## config.mk

```make
export PLATFORM = sky130hd
export DESIGN_NAME = ebcct_timer
export DESIGN_NICKNAME = d
export VERILOG_FILES = /design/src/hw/ebcct_pkg.sv /design/src/hw/ebcct_timer.sv
export VERILOG_INCLUDE_DIRS = /design/src /design/src/hw
export SDC_FILE = /design/constraint.sdc
export NUM_CORES = 1
export LEC_CHECK = 0
export ABC_AREA = 1
export BUFFER_PORTS_ARGS = -buffer_cell sky130_fd_sc_hd__buf_2
export CAP_MARGIN = 15
export CORE_AREA = 5 5 138 140
export CTS_CLUSTER_SIZE = 10
export DETAILED_ROUTE_END_ITERATION = 10
export DIE_AREA = 0 0 143 145
export GPL_ROUTABILITY_DRIVEN = 0
export HOLD_SLACK_MARGIN = 0.02
export PLACE_DENSITY_LB_ADDON = 0.2
export SLEW_MARGIN = 30
export SYNTH_ARGS = -nofsm -noshare
export SYNTH_HDL_FRONTEND = slang
export SYNTH_SLANG_ARGS = --single-unit
```

## constraint.sdc

```tcl
create_clock -name CORE_CLK -period 2.2 [get_ports CORE_CLK]
set_input_delay 0.33 -clock CORE_CLK [delete_from_list [all_inputs] [get_ports CORE_CLK]]
set_output_delay 0.33 -clock CORE_CLK [all_outputs]
set_load 0.01 [all_outputs]
```

## src/hw/ebcct_cfg.svh

```systemverilog
// register offsets, field positions, reset values and timing counts of the timer
// assumes a 32-bit classic wishbone slave, one register per aligned word
`ifndef EBCCT_CFG_SVH
`define EBCCT_CFG_SVH

// register byte offsets
`define EBCCT_OFF_CTL2   8'h00
`define EBCCT_OFF_CTL1   8'h04
`define EBCCT_OFF_FLAGS  8'h08
`define EBCCT_OFF_CAPA   8'h0C
`define EBCCT_OFF_CMPA   8'h10
`define EBCCT_OFF_CNT    8'h14
`define EBCCT_OFF_MIRROR 8'h18
`define EBCCT_OFF_CAPB   8'h1C
`define EBCCT_OFF_CMPB   8'h20

// control one fields
`define EBCCT_C1_CAP_IE  7
`define EBCCT_C1_CMP_IE  6
`define EBCCT_C1_OVF_IE  5
`define EBCCT_C1_FORCE_B 4
`define EBCCT_C1_FORCE_A 3
`define EBCCT_C1_LEVEL_B 2
`define EBCCT_C1_EDGE_A  1
`define EBCCT_C1_LEVEL_A 0

// control two fields
`define EBCCT_C2_PIN_A_EN 7
`define EBCCT_C2_PIN_B_EN 6
`define EBCCT_C2_ONE_PULS 5
`define EBCCT_C2_PWM      4
`define EBCCT_C2_CLK_HI   3
`define EBCCT_C2_CLK_LO   2
`define EBCCT_C2_EDGE_B   1

// flag register fields
`define EBCCT_F_CAP_A   7
`define EBCCT_F_CMP_A   6
`define EBCCT_F_OVF     5
`define EBCCT_F_CAP_B   4
`define EBCCT_F_CMP_B   3
`define EBCCT_F_DISABLE 2

// reset values and the control two write mask
`define EBCCT_RST_CTL   8'h00
`define EBCCT_RST_COUNT 8'hFC
`define EBCCT_CTL2_MASK 8'hFE

// prescaler divisors in core clocks
`define EBCCT_DIV_2    14'd2
`define EBCCT_DIV_4    14'd4
`define EBCCT_DIV_8    14'd8
`define EBCCT_DIV_SLOW 14'd8000

`endif

```

## src/hw/ebcct_pkg.sv

```systemverilog
// types shared by the capture/compare timer
// assumes the constants header is included where offsets are needed
package ebcct_pkg;

  // wishbone request as seen by the slave
  typedef struct packed {
    logic        cyc;
    logic        stb;
    logic        we;
    logic [7:0]  adr;
    logic [3:0]  sel;
    logic [31:0] dat;
  } ebcct_wb_req_t;

  // whether the flag-clear sequence is armed
  typedef enum logic [2:0] {
    EBCCT_ARM_NONE,
    EBCCT_ARM_ARMED
  } ebcct_arm_t;

  // one-pulse output phase
  typedef enum logic [1:0] {
    EBCCT_OP_IDLE,
    EBCCT_OP_PULSE
  } ebcct_op_t;

endpackage

```

## src/hw/ebcct_timer.sv

```systemverilog
// eight-bit capture/compare timer with wishbone register access
// assumes capture pins are asynchronous; one core clock, synchronous reset
// Contract
// - capture flags raise the interrupt when capture interrupt enable is set
// - compare flags raise the interrupt when compare interrupt enable is set
// - overflow flag raises the interrupt when overflow interrupt enable is set
// - force bits copy level bits to enabled compare pins immediately
// - compare B match drives level_b onto pin B when enabled
// - in pwm mode compare B drives level_b onto pin A instead; in one-pulse a capture A edge puts level_b on pin A
// - compare A match drives level_a onto pin A when enabled
// - edge select bits choose capture edge, zero falling, one rising
// - pin enables only gate the pins; compare logic keeps running
// - one-pulse mode: capture A edge starts one pulse, length from compare A
// - pwm mode: compare A sets pulse length, compare B sets period
// - clock select gives core over 4, 2, 8 or 8000
// - capture flag A sets on capture A edge, or compare B in pwm
// - flags clear by flag register read then own data register access
// - outside pwm, compare flags set when counter equals compare values; compare A flag not in one-pulse
// - overflow flag sets when counter wraps from all ones to zero
// - mirror counter reads count, write resets, never clears overflow
// - timer disable freezes prescaler and counter and disables outputs
// - any counter write reloads FC hex, data ignored
// - capture events copy counter into capture registers; capture A only outside one-pulse and pwm
// - pwm compare B event reloads counter with FC hex
// - pwm wins when both one-pulse and pwm are set
// - pwm compare values take effect only at period end
//
// Decided for this implementation: the Wishbone slave port and the register addresses.
`timescale 1ns/1ps
`include "ebcct_cfg.svh"

module ebcct_timer
  import ebcct_pkg::*;
(
  input  wire logic        CORE_CLK,
  input  wire logic        SYS_RST,
  input  wire logic        CLK_EN,
  input  wire logic        WB_CYC_I,
  input  wire logic        WB_STB_I,
  input  wire logic        WB_WE_I,
  input  wire logic [7:0]  WB_ADR_I,
  input  wire logic [3:0]  WB_SEL_I,
  input  wire logic [31:0] WB_DAT_I,
  output logic      [31:0] WB_DAT_O,
  output logic             WB_ACK_O,
  output logic             WB_ERR_O,
  input  wire logic        CAPTURE_PIN_A,
  input  wire logic        CAPTURE_PIN_B,
  output logic             COMPARE_OUTPUT_A,
  output logic             COMPARE_OUTPUT_A_OE_N,
  output logic             COMPARE_OUTPUT_B,
  output logic             COMPARE_OUTPUT_B_OE_N,
  output logic             TIMER_IRQ
);

  // bus request bundle
  ebcct_wb_req_t req;
  assign req = '{cyc: WB_CYC_I, stb: WB_STB_I, we: WB_WE_I, adr: WB_ADR_I,
                 sel: WB_SEL_I, dat: WB_DAT_I};

  // register state
  logic [7:0]  ctl1_q,   ctl1_d;
  logic [7:0]  ctl2_q,   ctl2_d;
  logic [4:0]  flag_q,   flag_d;      // cap_a cmp_a ovf cap_b cmp_b
  logic        dis_q,    dis_d;
  logic [4:0]  armed_q,  armed_d;     // flags seen set by a flag register read
  logic [7:0]  cnt_q,    cnt_d;
  logic [13:0] pre_q,    pre_d;
  logic [7:0]  capa_q,   capa_d;
  logic [7:0]  capb_q,   capb_d;
  logic [7:0]  cmpa_q,   cmpa_d;      // software view of compare values
  logic [7:0]  cmpb_q,   cmpb_d;
  logic [7:0]  acta_q,   acta_d;      // values the comparators actually use
  logic [7:0]  actb_q,   actb_d;
  logic        pina_q,   pina_d;
  logic        pinb_q,   pinb_d;
  ebcct_op_t   op_q,     op_d;
  logic        ack_q,    ack_d;
  logic        err_q,    err_d;
  logic [31:0] rdat_q,   rdat_d;
  logic [2:0]  sya_q,    syb_q;       // three-stage pin synchronisers

  // decoded modes
  logic pwm_mode, one_pulse;
  assign pwm_mode  = ctl2_q[`EBCCT_C2_PWM];
  assign one_pulse = ctl2_q[`EBCCT_C2_ONE_PULS] & ~pwm_mode;

  // prescaler divisor from the clock select field
  function automatic logic [13:0] divisor(input logic [1:0] sel);
    case (sel)
      2'b00:   divisor = `EBCCT_DIV_4;
      2'b01:   divisor = `EBCCT_DIV_2;
      2'b10:   divisor = `EBCCT_DIV_8;
      default: divisor = `EBCCT_DIV_SLOW;
    endcase
  endfunction

  // edge detect where second and third stages differ
  function automatic logic edge_seen(input logic [2:0] s, input logic rising);
    edge_seen = rising ? (s[1] & ~s[2]) : (~s[1] & s[2]);
  endfunction

  // capture pins pass three flops; stage 0 feeds only stage 1
  always_ff @(posedge CORE_CLK) begin
    if (SYS_RST) begin
      sya_q <= 3'h0;
      syb_q <= 3'h0;
    end else if (CLK_EN) begin
      sya_q <= {sya_q[1:0], CAPTURE_PIN_A};
      syb_q <= {syb_q[1:0], CAPTURE_PIN_B};
    end
  end

  // bus strobes
  logic acc, wr, rd;
  logic [7:0] wbyte;
  assign acc   = req.cyc & req.stb & ~ack_q & ~err_q;
  assign wr    = acc & req.we & req.sel[0];
  assign rd    = acc & ~req.we;
  assign wbyte = req.dat[7:0];

  // events
  logic tick, edge_a, edge_b, match_a, match_b, wrap, cnt_wr;
  assign tick    = ~dis_q & (pre_q == divisor(ctl2_q[3:2]) - 14'd1);
  assign edge_a  = edge_seen(sya_q, ctl1_q[`EBCCT_C1_EDGE_A]);
  assign edge_b  = edge_seen(syb_q, ctl2_q[`EBCCT_C2_EDGE_B]);
  assign match_a = tick & (cnt_q == acta_q);
  assign match_b = tick & (cnt_q == actb_q);
  assign wrap    = tick & (cnt_q == 8'hFF) & ~(pwm_mode & match_b);
  assign cnt_wr  = acc & req.we &
                   (req.adr == `EBCCT_OFF_CNT || req.adr == `EBCCT_OFF_MIRROR);

  // next-state for the whole timer and its register file
  always_comb begin
    logic [4:0] clr;
    logic [4:0] set;
    clr      = 5'h00;
    set      = 5'h00;
    ctl1_d   = ctl1_q;
    ctl2_d   = ctl2_q;
    dis_d    = dis_q;
    armed_d  = armed_q;
    cmpa_d   = cmpa_q;
    cmpb_d   = cmpb_q;
    acta_d   = acta_q;
    actb_d   = actb_q;
    capa_d   = capa_q;
    capb_d   = capb_q;
    pina_d   = pina_q;
    pinb_d   = pinb_q;
    op_d     = op_q;
    ack_d    = 1'b0;
    err_d    = 1'b0;
    rdat_d   = rdat_q;
    pre_d    = dis_q ? pre_q : (tick ? 14'd0 : pre_q + 14'd1);
    cnt_d    = tick ? cnt_q + 8'd1 : cnt_q;

    // bus: one-cycle ack for mapped words, err otherwise
    if (acc) begin
      rdat_d = 32'h0000_0000;
      if (req.adr == `EBCCT_OFF_CTL2) begin
        rdat_d[7:0] = ctl2_q;
        if (wr) ctl2_d = wbyte & `EBCCT_CTL2_MASK;
        ack_d = 1'b1;
      end else if (req.adr == `EBCCT_OFF_CTL1) begin
        rdat_d[7:0] = ctl1_q;
        if (wr) ctl1_d = wbyte;
        ack_d = 1'b1;
      end else if (req.adr == `EBCCT_OFF_FLAGS) begin
        rdat_d[7:0] = {flag_q, dis_q, 2'b00};
        if (wr) dis_d = wbyte[`EBCCT_F_DISABLE];
        if (rd) armed_d = flag_q;
        ack_d = 1'b1;
      end else if (req.adr == `EBCCT_OFF_CAPA) begin
        rdat_d[7:0] = capa_q;
        clr[4] = armed_q[4];
        ack_d = 1'b1;
      end else if (req.adr == `EBCCT_OFF_CMPA) begin
        rdat_d[7:0] = cmpa_q;
        if (wr) cmpa_d = wbyte;
        clr[3] = armed_q[3];
        ack_d = 1'b1;
      end else if (req.adr == `EBCCT_OFF_CNT) begin
        rdat_d[7:0] = cnt_q;
        clr[2] = armed_q[2];
        ack_d = 1'b1;
      end else if (req.adr == `EBCCT_OFF_MIRROR) begin
        rdat_d[7:0] = cnt_q;
        ack_d = 1'b1;
      end else if (req.adr == `EBCCT_OFF_CAPB) begin
        rdat_d[7:0] = capb_q;
        clr[1] = armed_q[1];
        ack_d = 1'b1;
      end else if (req.adr == `EBCCT_OFF_CMPB) begin
        rdat_d[7:0] = cmpb_q;
        if (wr) cmpb_d = wbyte;
        clr[0] = armed_q[0];
        ack_d = 1'b1;
      end else begin
        err_d = 1'b1;
      end
      armed_d = armed_d & ~clr;
    end

    // outside pwm the comparators follow the written values at once
    if (!pwm_mode) begin
      acta_d = cmpa_d;
      actb_d = cmpb_d;
    end

    // event flags; set beats a same-cycle clear
    set[4] = (edge_a & ~pwm_mode) | (pwm_mode & match_b);
    set[3] = match_a & ~pwm_mode & ~one_pulse;
    set[2] = wrap;
    set[1] = edge_b;
    set[0] = match_b & ~pwm_mode;
    flag_d = (flag_q & ~clr) | set;

    // capture registers latch the count on their own events
    if (edge_a && !pwm_mode && !one_pulse) capa_d = cnt_q;
    if (edge_b) capb_d = cnt_q;

    // compare outputs by mode
    if (pwm_mode) begin
      if (match_b) begin
        pina_d = ctl1_q[`EBCCT_C1_LEVEL_B];
        cnt_d  = `EBCCT_RST_COUNT;
        acta_d = cmpa_q;
        actb_d = cmpb_q;
      end else if (match_a) begin
        pina_d = ctl1_q[`EBCCT_C1_LEVEL_A];
      end
    end else if (one_pulse) begin
      case (op_q)
        EBCCT_OP_IDLE: begin
          if (edge_a) begin
            pina_d = ctl1_q[`EBCCT_C1_LEVEL_B];
            cnt_d  = `EBCCT_RST_COUNT;
            op_d   = EBCCT_OP_PULSE;
          end
        end
        default: begin
          if (match_a) begin
            pina_d = ctl1_q[`EBCCT_C1_LEVEL_A];
            op_d   = EBCCT_OP_IDLE;
          end
        end
      endcase
      if (match_b) pinb_d = ctl1_q[`EBCCT_C1_LEVEL_B];
    end else begin
      op_d = EBCCT_OP_IDLE;
      if (match_a) pina_d = ctl1_q[`EBCCT_C1_LEVEL_A];
      if (match_b) pinb_d = ctl1_q[`EBCCT_C1_LEVEL_B];
    end

    // force bits act whatever the compare state
    if (ctl1_q[`EBCCT_C1_FORCE_A]) pina_d = ctl1_q[`EBCCT_C1_LEVEL_A];
    if (ctl1_q[`EBCCT_C1_FORCE_B]) pinb_d = ctl1_q[`EBCCT_C1_LEVEL_B];

    // counter write reloads, data ignored; wins over counting
    if (cnt_wr) begin
      cnt_d = `EBCCT_RST_COUNT;
      pre_d = 14'd0;
    end
  end

  // registers only
  always_ff @(posedge CORE_CLK) begin
    if (SYS_RST) begin
      ctl1_q <= `EBCCT_RST_CTL;
      ctl2_q <= `EBCCT_RST_CTL;
      flag_q <= 5'h00;
      dis_q  <= 1'b0;
      armed_q <= 5'h00;
      cnt_q  <= `EBCCT_RST_COUNT;
      pre_q  <= 14'd0;
      capa_q <= 8'h00;
      capb_q <= 8'h00;
      cmpa_q <= `EBCCT_RST_CTL;
      cmpb_q <= `EBCCT_RST_CTL;
      acta_q <= `EBCCT_RST_CTL;
      actb_q <= `EBCCT_RST_CTL;
      pina_q <= 1'b0;
      pinb_q <= 1'b0;
      op_q   <= EBCCT_OP_IDLE;
      ack_q  <= 1'b0;
      err_q  <= 1'b0;
      rdat_q <= 32'h0000_0000;
    end else if (CLK_EN) begin
      ctl1_q <= ctl1_d;
      ctl2_q <= ctl2_d;
      flag_q <= flag_d;
      dis_q  <= dis_d;
      armed_q <= armed_d;
      cnt_q  <= cnt_d;
      pre_q  <= pre_d;
      capa_q <= capa_d;
      capb_q <= capb_d;
      cmpa_q <= cmpa_d;
      cmpb_q <= cmpb_d;
      acta_q <= acta_d;
      actb_q <= actb_d;
      pina_q <= pina_d;
      pinb_q <= pinb_d;
      op_q   <= op_d;
      ack_q  <= ack_d;
      err_q  <= err_d;
      rdat_q <= rdat_d;
    end
  end

  // pins: enable only gates the pin, disable bit kills the drive
  assign COMPARE_OUTPUT_A      = pina_q;
  assign COMPARE_OUTPUT_B      = pinb_q;
  assign COMPARE_OUTPUT_A_OE_N = ~(ctl2_q[`EBCCT_C2_PIN_A_EN] & ~dis_q);
  assign COMPARE_OUTPUT_B_OE_N = ~(ctl2_q[`EBCCT_C2_PIN_B_EN] & ~dis_q);

  // single request line for all enabled flags
  assign TIMER_IRQ = (ctl1_q[`EBCCT_C1_CAP_IE] & (flag_q[4] | flag_q[1])) |
                     (ctl1_q[`EBCCT_C1_CMP_IE] & (flag_q[3] | flag_q[0])) |
                     (ctl1_q[`EBCCT_C1_OVF_IE] & flag_q[2]);

  assign WB_DAT_O = rdat_q;
  assign WB_ACK_O = ack_q;
  assign WB_ERR_O = err_q;

endmodule

```

==> results of run 1 <==
==> report_power, final <==
| part | leakage [µW] | internal [µW] | switching [µW] | total [µW] |
|---|---|---|---|---|
| Combinational | 0.00239 | 178 | 349 | 528 |
| Clock | 0.000335 | 2250 | 1090 | 3340 |
| Sequential | 0.000938 | 2160 | 67.5 | 2230 |
| Total | 0.00366 | 4590 | 1510 | 6100 |
==> registers in the layout (all words and copies together), names as in the netlist <==
| name | flops |
|---|---|
| capb_q | 8 |
| dis_q | 1 |
| sya_q | 3 |
| cmpb_q | 8 |
| syb_q | 3 |
| COMPARE_OUTPUT_B | 1 |
| flag_q | 5 |
| ctl2_q | 7 |
| cmpa_q | 8 |
| acta_q | 8 |
| WB_ERR_O | 1 |
| pre_q | 14 |
| ctl1_q | 8 |
| cnt_q | 8 |
| WB_ACK_O | 1 |
| op_q | 1 |
| capa_q | 8 |
| armed_q | 5 |
| WB_DAT_O | 8 |
| COMPARE_OUTPUT_A | 1 |
| actb_q | 8 |
==> metal layers <==
| layer | track usage | share of wire |
|---|---|---|
| met2 | 0.322 | 0.44 |
| met5 | 0 | 0 |
| met1 | 0.310 | 0.47 |
| met3 | 0.0401 | 0.068 |
| met4 | 0.0651 | 0.020 |
==> through the flow <==
step | power [µW] | utilization
after global placement | 2780 | 0.420
final | 6100 | 0.461
after global routing | 6310 | 0.461
after CTS | 6120 | 0.460
after floorplan | 2640 | -
after detailed placement | 2790 | 0.420
==> cells in the mapped netlist (all sizes together) (17+ instances only) <==
master,number
nand3,61
dfxtp,115
nor3,17
a211oi,18
o21ai,103
clkbuf,27
xor2,20
nand2,246
inv,122
o211ai,21
buf,45
nor2,125
a21oi,78
==> logic make-up after synthesis <==
kind of cell | synth area share
flip-flops | 0.334
buffers and inverters | 0.128
XOR/XNOR | 0.0305
AO/OA/AOI/OAI | 0.207
other | 0.000544
adder cells (fa/ha/maj) | 0.00363
AND/OR/NAND/NOR | 0.297
==> path summary, 6_finish.rpt <==
check | start | end | slack, ns
setup / recovery | ctl2_q[3] | actb_q[6] | 0.12
hold / removal | CAPTURE_PIN_A | sya_q[0] | 0.14
setup reg to reg | ctl2_q[3] | actb_q[6] | 0.12
hold reg to reg | WB_DAT_O[1] | WB_DAT_O[1] | 0.46
==> layout make-up <==
type                       count  area [µm²]
tap                          229         287
multi-input combinational    759        3800
clock inverter                15         278
timing repair buffer          93         601
clock buffer                  17         425
inverter                     125         472
sequential                   115        2300
fill                        1864        9550
==> cell usage in the layout (no fill, tap or decap), types with 17 or more instances in the layout <==
cell / count
conb_1: 24
nand3_1: 54
a211oi_1: 18
nand2_1: 240
inv_1: 110
o21ai_0: 84
dfxtp_1: 115
buf_2: 39
clkbuf_16: 17
a21oi_1: 71
buf_4: 54
xor2_1: 20
nor2_1: 112
==> worst max-delay path: stages, from the launching register on <==
cell and delay (ns):
dfxtp_1 0.44, nand2_2 0.17, buf_4 0.19, a21oi_2 0.14, nand2_1 0.08, nor2_2 0.17, nand3_2 0.33, nand2_1 0.18
o211ai_2 0.08, nand2_1 0.07, a21oi_1 0.06
==> timing repair <==
item	4_1_cts	5_1_grt
hold buffers	0	0
setup endpoints to repair	0	8
gates resized for setup	0	3
setup buffers	0	2
==> flow_summary.rst, run 1 <==
.. list-table::
   :header-rows: 1

   * - Metric
     - Value
   * - Path category of the worst min-delay check
     - in2reg
   * - GR Util All Layers
     - 0.214
   * - Area of the die
     - approximately 21000 µm²
   * - First-pass iteration count of the detailed router
     - 7
   * - Worst path setup slack after routing
     - 0.124 ns
   * - Post-place instance area
     - 7440 µm²
   * - Post-detail-place hpwl
     - 16100 µm
   * - DRC violations left
     - 0
   * - Power per cell area
     - 746 nW/µm²
   * - Max transition margin
     - 0.494
   * - Total Negative Setup Slacks
     - 0 ns
   * - Maximum capacitance violations
     - 0
   * - Minimum period implied by the final worst setup slack
     - 2.08 ns
   * - Antenna diode count
     - 0
   * - P_leak
     - 0.00366 µW
   * - Clock buffer count from CTS
     - 17
   * - Synthesized instance count
     - 1048
   * - Netlist area before placement
     - 6900 µm²
   * - Most frequently used flop master after synthesis
     - dfxtp_1
   * - Tcrit/Tclk final
     - 0.944
   * - Nature of the critical path startpoint
     - flop
   * - Worst-margin pin slew
     - 0.760 ns
   * - Data required, critical path
     - 2.47 ns
   * - Initial antenna violation count
     - 0
   * - I/O Pins
     - approximately 90
   * - Area growth from synthesis to final layout
     - 18.4%
   * - Placeable core area
     - 17700 µm²
   * - Vertical die dimension
     - 145 µm
   * - Min Hold Slack
     - 0.138 ns
   * - Data arrival time of the worst path
     - 2.34 ns
   * - Hold violation total from the final report
     - 0
   * - DRT iter0 DRCs
     - 610
   * - Final Slew Violations
     - 0
   * - Startpoint-to-endpoint class of the critical path
     - reg2reg
   * - Share of synthesized flip-flops with an asynchronous set or reset
     - 0
   * - Largest vdd supply drop
     - 605 µV
   * - Core Rows
     - 49
   * - Post-synthesis cell type count
     - between 40 and 50
   * - Number of enable flip-flop cells after synthesis
     - 0
   * - Die W
     - 143 µm
   * - Critical Path Fanout Max
     - 14
   * - Final cell area excluding filler cells
     - 8170 µm²
   * - Largest net degree at the start of global routing
     - 61
   * - Outcome
     - complete, no violations
   * - Yosys warnings
     - 0
   * - WL per Instance
     - 16.2 µm
   * - Vias in the first global route
     - 6297
   * - Post-synthesis sequential area ratio
     - 0.334
   * - Placed Cells incl. Taps
     - 1319
   * - Clock-pin slew on the worst setup and hold paths
     - 0.06 ns
   * - Cell accounting for the most synthesized area
     - dfxtp_1
   * - CTS tree
     - done
   * - First-pass GRT wire length
     - 35000 µm
   * - Place WS
     - 0.153 ns
   * - Master cell of the clock root buffer
     - clkbuf_16
   * - Flip-flop and latch count after synthesis
     - 115
   * - Port-buffer cells
     - 39
   * - DR vias/cell
     - about 5.1
   * - Count of vias placed by the detailed router
     - between 6000 and 7000
   * - Highest clock rate
     - 482 MHz
   * - Final-report setup violation count
     - 0
   * - Post-Synthesis Mean Instance Area
     - 6.58 µm²
   * - Routed WL
     - approximately 22000 µm
   * - Final Net Count
     - around 1200
   * - Num Clock Sinks
     - 115
   * - Post-Route Skew
     - approximately 0.0054 ns
   * - Post-DRT Antenna Nets
     - 0
   * - CP Capture Type
     - flop
   * - Worst Hold Path Cells
     - 3
   * - R2r worst-path depth
     - 10
   * - Max H-tree Level
     - 4
   * - Maximum root-to-sink buffer count
     - 2
   * - Share of cells above drive strength 1
     - 0.167
   * - Initial core utilization
     - 0.389
   * - Clock network latency to the later pin of the worst-skew pair
     - 0.42 ns
   * - Share of the synthesized area in the top cell type
     - 0.334
   * - RSZ-0062 raised after global routing
     - true
   * - Cell Count, Final, Fillers Out
     - ~1400
   * - GR Overflow Total
     - 0
   * - Largest cells by area after synthesis
     - dfxtp_1 (33%), nand2_1 (13%), o21ai_0 (6.2%)
No activity file was read; power rests on OpenSTA's default activity.
==> run 2: changes to the inputs <==
--- a/config.mk
+++ b/config.mk
@@ -9,6 +9,8 @@
 export ABC_AREA = 1
 export BUFFER_PORTS_ARGS = -buffer_cell sky130_fd_sc_hd__buf_2
 export CAP_MARGIN = 15
+export CELL_PAD_IN_SITES_DETAIL_PLACEMENT = 1
+export CELL_PAD_IN_SITES_GLOBAL_PLACEMENT = 1
 export CORE_AREA = 5 5 138 140
 export CTS_CLUSTER_SIZE = 10
 export DETAILED_ROUTE_END_ITERATION = 10
==> flow_summary.rst, run 2 (synthesized netlist as in run 1, its figures left out) <==
.. list-table::
   :header-rows: 1

   * - Metric
     - Value
   * - Outcome
     - complete, no violations
   * - First-pass iteration count of the detailed router
     - 6
   * - Filler cell count
     - 2348
   * - DRC violations left
     - 0
   * - Crit path depth
     - 9
   * - Share of cells above drive strength 1
     - 0.172
   * - Data arrival time of the worst path
     - 2.35 ns
   * - Largest vdd supply drop
     - between 600 and 700 µV
   * - Vias in the first global route
     - approximately 7100
   * - Count of vias placed by the detailed router
     - just over 7000
   * - Highest clock rate
     - ~500 MHz
   * - Path category of the worst min-delay check
     - in2reg
   * - Antenna diode count
     - 0
   * - Minimum period implied by the final worst setup slack
     - roughly 2 ns
   * - Final-report setup violation count
     - 0
   * - Placeable core area
     - 17700 µm²
   * - FF/Latch Area
     - between 2000 and 2500 µm²
   * - Core Rows
     - 49
   * - Internal reg-to-reg setup slack
     - about 0.20 ns
   * - Final cell area excluding filler cells
     - approximately 8200 µm²
   * - Vertical die dimension
     - 145 µm
   * - Hold-fix buffer count after cts
     - 0
   * - Dominant cell type by count on the critical path
     - nand2_1
   * - Startpoint-to-endpoint class of the critical path
     - reg2reg
   * - Initial antenna violation count
     - 0
   * - Maximum root-to-sink buffer count
     - 2
   * - Data required, critical path
     - 2.54 ns
   * - Power per cell area
     - 691 nW/µm²
   * - DRT iter0 DRCs
     - 448
   * - Post-place instance area
     - approximately 7500 µm²
   * - Post-detail-place hpwl
     - 18300 µm
   * - Max H-tree Level
     - 4
   * - Tcrit/Tclk final
     - 0.911
   * - Die W
     - 143 µm
   * - Hold violation total from the final report
     - 0
   * - Final Net Count
     - 1170
   * - Reg2Reg Capture Point
     - flag_q[2]
   * - Worst setup path startpoint
     - ctl2_q[3]
   * - Total Negative Setup Slacks
     - 0 ns
   * - Register name with the most flops
     - pre_q
   * - Cell Count, Final, Fillers Out
     - 1357
   * - CP endpoint
     - flag_q[2]
   * - Post-DRT Antenna Nets
     - 0
   * - Number of flip-flops under the largest register name
     - 14
   * - Final Slew Violations
     - 0
   * - Launch point of the worst hold path
     - CAPTURE_PIN_B
   * - Initial core utilization
     - 0.389
   * - Master cell of the clock root buffer
     - clkbuf_16
   * - Sum of buffers and inverters on the critical path
     - 1
   * - P_leak
     - around 0.0037 µW
   * - CP Capture Type
     - flop
   * - Num Clock Sinks
     - 115
   * - Min Hold Slack
     - 0.140 ns
   * - Clock buffer count from CTS
     - 17
   * - I/O Pins
     - between 90 and 100
   * - Critical Path, Cell by Cell
     - nand2_2, buf_4, a21oi_2, nand2_1, nor2_2, nand2_1, nor2_1, nand3_1, a21oi_1
   * - First-pass GRT wire length
     - 39300 µm
   * - GR Util All Layers
     - 0.241
   * - Worst-margin pin slew
     - 0.545 ns
   * - Clock network latency to the later pin of the worst-skew pair
     - about 0.42 ns
   * - Critical Path Fanout Max
     - 7
   * - Placed Cells incl. Taps
     - between 1000 and 1500
   * - GR Overflow Total
     - 0
   * - Final Power
     - 5640 µW
   * - Largest net degree at the start of global routing
     - 61
   * - Maximum capacitance violations
     - 0
   * - Multi-input gate area
     - 3800 µm²
   * - WL per Instance
     - 18.2 µm
   * - RSZ-0062 raised after global routing
     - false
   * - Most common library cell in the layout ignoring fill and taps
     - nand2_1
   * - CTS tree
     - done
   * - Routed WL
     - 24600 µm
   * - Clock-pin slew on the worst setup and hold paths
     - 0.05 ns
   * - Worst reg2reg startpoint
     - ctl2_q[3]
   * - Slowest stage cell, crit path
     - dfxtp_2
   * - Area of the die
     - 20700 µm²
   * - Max transition margin
     - 0.636
   * - Worst path top cell family by delay
     - simple AND/OR/NAND/NOR gates
   * - R2r worst-path depth
     - 9
   * - Maximum cell stage delay along the critical path
     - between 0.4 and 0.5 ns
   * - Post-Route Skew
     - 0.00998 ns
   * - Nature of the critical path startpoint
     - flop
   * - Area growth from synthesis to final layout
     - 18.2%
   * - Port-buffer cells
     - 39
   * - Leading cell types in the layout, fill and taps excluded
     - nand2_1 (240), nor2_1 (113), dfxtp_1 (112), inv_1 (110), o21ai_0 (85)
   * - DR vias/cell
     - 5.28
## run 2: report_power, final
part	internal, µW	switching (µW)	total, µW
clock	1850	1000	2860
combinational	185	371	556
sequential	2160	67.2	2230
## run 2: repair_timing
action / 4_1_cts / 5_1_grt
resized for setup: 0 / 4
setup endpoints to repair: 0 / 22
buffers inserted: 0 / 2
## run 2: through the flow
stage	utilization	setup WS (ns)
detailed placement	0.425	0.0839
finish	0.460	0.195
global placement	0.425	0.164
CTS	0.459	0.0383
floorplan	-	0.567
global route	0.460	0.00911
## run 2: worst min-delay path by stage
stage / cells past startpoint / slack, ns / to
floorplan: 2 / 0.44 / armed_q[3]
global placement: 2 / 0.45 / WB_DAT_O[7]
detailed placement: 2 / 0.46 / WB_DAT_O[0]
CTS: 3 / 0.13 / syb_q[0]
global route: 3 / 0.14 / sya_q[0]
finish: 3 / 0.14 / syb_q[0]
## run 2: cell type report
| cell class | instances | share of cell area |
|---|---|---|
| Inverter | 125 | 0.0583 |
| Timing Repair Buffer | 98 | 0.0844 |
| Clock buffer | 21 | 0.0577 |
| Multi-Input combinational cell | 759 | 0.466 |
| Sequential cell | 115 | 0.283 |
| Tap cell | 229 | 0.0351 |
| Clock inverter | 10 | 0.0161 |
## run 2: tightest hold or removal path: cells and delay by family
kind / cells / cell delay (ns)
buffers and inverters: 1 / 0.08
and+or+nand+nor: 2 / 0.12
## run 2: metal layers
layer,share of wire,vias to the layer above,GRT usage
met2,0.47,149,0.385
met4,0.019,0,0.0722
li1,-,3507,-
met1,0.47,3486,0.335
met5,0,-,0
met3,0.038,28,0.0372
==> run 3: changes to the inputs <==
--- a/config.mk
+++ b/config.mk
@@ -11,10 +11,10 @@
 export CAP_MARGIN = 15
 export CELL_PAD_IN_SITES_DETAIL_PLACEMENT = 1
 export CELL_PAD_IN_SITES_GLOBAL_PLACEMENT = 1
-export CORE_AREA = 5 5 138 140
+export CORE_AREA = 2 2 135 137
 export CTS_CLUSTER_SIZE = 10
 export DETAILED_ROUTE_END_ITERATION = 10
-export DIE_AREA = 0 0 143 145
+export DIE_AREA = 0 0 137 139
 export GPL_ROUTABILITY_DRIVEN = 0
 export HOLD_SLACK_MARGIN = 0.02
 export PLACE_DENSITY_LB_ADDON = 0.2
==> flow_summary.rst, run 3 (synthesized netlist as in run 1, its figures left out) <==
.. list-table::
   :header-rows: 1

   * - Metric
     - Value
   * - I/O Pins
     - about 90
   * - Maximum cell stage delay along the critical path
     - about 0.47 ns
   * - Post-Route Skew
     - between 0.01 and 0.015 ns
   * - Maximum capacitance violations
     - 0
   * - Outcome
     - complete, no violations
   * - Master cell of the clock root buffer
     - clkbuf_16
   * - Count of vias placed by the detailed router
     - 7131
   * - Worst hold path endpoint
     - syb_q[0]
   * - Hold-fix buffer count after cts
     - 0
   * - Clock-pin slew on the worst setup and hold paths
     - 0.06 ns
   * - Post-DRT Antenna Nets
     - 0
   * - Core Rows
     - a little under 50
   * - DR vias/cell
     - 5.26
   * - Worst reg2reg startpoint
     - pre_q[3]
   * - Total Negative Setup Slacks
     - 0 ns
   * - Internal reg-to-reg setup slack
     - 0.21 ns
   * - Most common library cell in the layout ignoring fill and taps
     - nand2_1
   * - Startpoint-to-endpoint class of the critical path
     - reg2reg
   * - Cell Count, Final, Fillers Out
     - 1356
   * - First-pass GRT wire length
     - roughly 39000 µm
   * - Worst Hold Path Cells
     - 3
   * - Core utilization of the finished layout
     - 0.461
   * - Final-report setup violation count
     - 0
   * - Path category of the worst min-delay check
     - in2reg
   * - Initial antenna violation count
     - 0
   * - Data arrival time of the worst path
     - 2.30 ns
   * - Max transition margin
     - 0.589
   * - Port-buffer cells
     - 39
   * - Share of cells above drive strength 1
     - 0.169
   * - Num Clock Sinks
     - 115
   * - Final Power
     - 5560 µW
   * - Maximum root-to-sink buffer count
     - 2
   * - Filler cell count
     - 2332
   * - CP Capture Type
     - flop
   * - Hold violation total from the final report
     - 0
   * - Number of flip-flops under the largest register name
     - 14
   * - Vias in the first global route
     - 7002
   * - Clock buffer count from CTS
     - 17
   * - Antenna diode count
     - 0
   * - Max H-tree Level
     - 4
   * - Routed WL
     - 24600 µm
   * - Worst path top cell family by delay
     - simple AND/OR/NAND/NOR gates
   * - Min Hold Slack
     - 0.138 ns
   * - Nature of the critical path startpoint
     - flop
   * - Area of the die
     - approximately 19000 µm²
   * - Die W
     - between 100 and 150 µm
   * - Worst-margin pin slew
     - 0.616 ns
   * - Sum of buffers and inverters on the critical path
     - 4
   * - Power per cell area
     - a little under 700 nW/µm²
   * - Largest vdd supply drop
     - ~530 µV
   * - Register name with the most flops
     - pre_q
   * - Tcrit/Tclk final
     - 0.907
   * - Post-detail-place hpwl
     - 18100 µm
   * - Clock network latency to the later pin of the worst-skew pair
     - 0.42 ns
   * - Launch point of the worst hold path
     - CAPTURE_PIN_B
   * - Leading cell types in the layout, fill and taps excluded
     - nand2_1 (240), nor2_1 (113), dfxtp_1 (112), inv_1 (110), o21ai_0 (85)
   * - Critical Path Fanout Max
     - 7
   * - Minimum period implied by the final worst setup slack
     - 1.99 ns
   * - Vertical die dimension
     - roughly 140 µm
   * - First-pass iteration count of the detailed router
     - 5
   * - GR Overflow Total
     - 0
   * - GR Util All Layers
     - 0.265
   * - Area growth from synthesis to final layout
     - 18.0%
   * - Final Slew Violations
     - 0
   * - RSZ-0062 raised after global routing
     - false
   * - Critical Path, Cell by Cell
     - inv_1, nand3_1, o21ai_1, inv_1, nor2_1, nand3_1, buf_4, clkinv_1, nand3_1, nand2_1, nor2_1, nor2_1
   * - Initial core utilization
     - 0.391
   * - Placed Cells incl. Taps
     - 1322
   * - CTS tree
     - done
   * - WL per Instance
     - 18.1 µm
   * - Reg2Reg Capture Point
     - acta_q[1]
   * - Largest net degree at the start of global routing
     - slightly above 60
   * - DRC violations left
     - 0
   * - R2r worst-path depth
     - 12
   * - Data required, critical path
     - 2.51 ns
   * - Slowest stage cell, crit path
     - dfxtp_1
   * - Placeable core area
     - between 15000 and 20000 µm²
   * - Final Net Count
     - between 1000 and 1500
   * - DRT iter0 DRCs
     - between 400 and 500
   * - P_leak
     - around 0.0037 µW
   * - Highest clock rate
     - 501 MHz
==> run 3: cell count changes in the layout (fill, tap and decap cells not counted), sizes merged <==
cell / previous run / this run
clkinvlp: 2 / 3
buf: 98 / 96
bufinv: 3 / 2
clkinv: 8 / 9
==> run 3: metal layers <==
metal,part of all wire,routed length [µm],track usage,vias up
met3,0.038,930,0.0395,30
li1,-,-,-,3505
met5,0,0,0,-
met1,0.46,11400,0.360,3452
met2,0.48,11900,0.437,144
met4,0.017,410,0.0684,0
==> run 3: worst max path at each step <==
stage,startpoint,depth (start not counted),slack [ns],endpoint
detailed placement,ctl2_q[3],12,0.08,cnt_q[6]
global placement,ctl2_q[3],12,0.12,cnt_q[6]
global route,pre_q[3],12,0.02,acta_q[6]
floorplan,WB_ERR_O,11,0.57,acta_q[0]
CTS,ctl2_q[3],12,0.05,cnt_q[6]
finish,pre_q[3],12,0.21,acta_q[1]
==> run 3: where the power goes <==
group,switching (µW),total [µW],internal (µW)
Clock,1080,2780,1700
Combinational,371,556,185
Sequential,69.3,2230,2160
Total,1520,5560,4050
==> run 3: metrics by stage <==
step                setup WS [ns]  instance area, µm²
floorplan                   0.567                6980
global placement            0.120                7530
detailed placement         0.0848                7530
CTS                        0.0476                8110
global route               0.0157                8140
finish                      0.206                8140
==> run 3: area by class of cell <==
type,count,area (µm²),share of cell area
multi-input combinational,759,3810,0.468
sequential,115,2310,0.283
timing repair buffer,96,686,0.0842
inverter,125,472,0.0580
clock buffer,21,450,0.0553
tap,229,287,0.0352
clock inverter,11,131,0.0161
==> run 3: worst min-delay path, cell delays in order <==
cell	delay [ns]
buf_2	0.08
nor2_1	0.04
nor2_1	0.08
==> run 3: repair_timing <==
action | 4_1_cts | 5_1_grt
setup buffers | 0 | 2
endpoints found under the setup margin | 0 | 17
gates resized for setup | 0 | 5
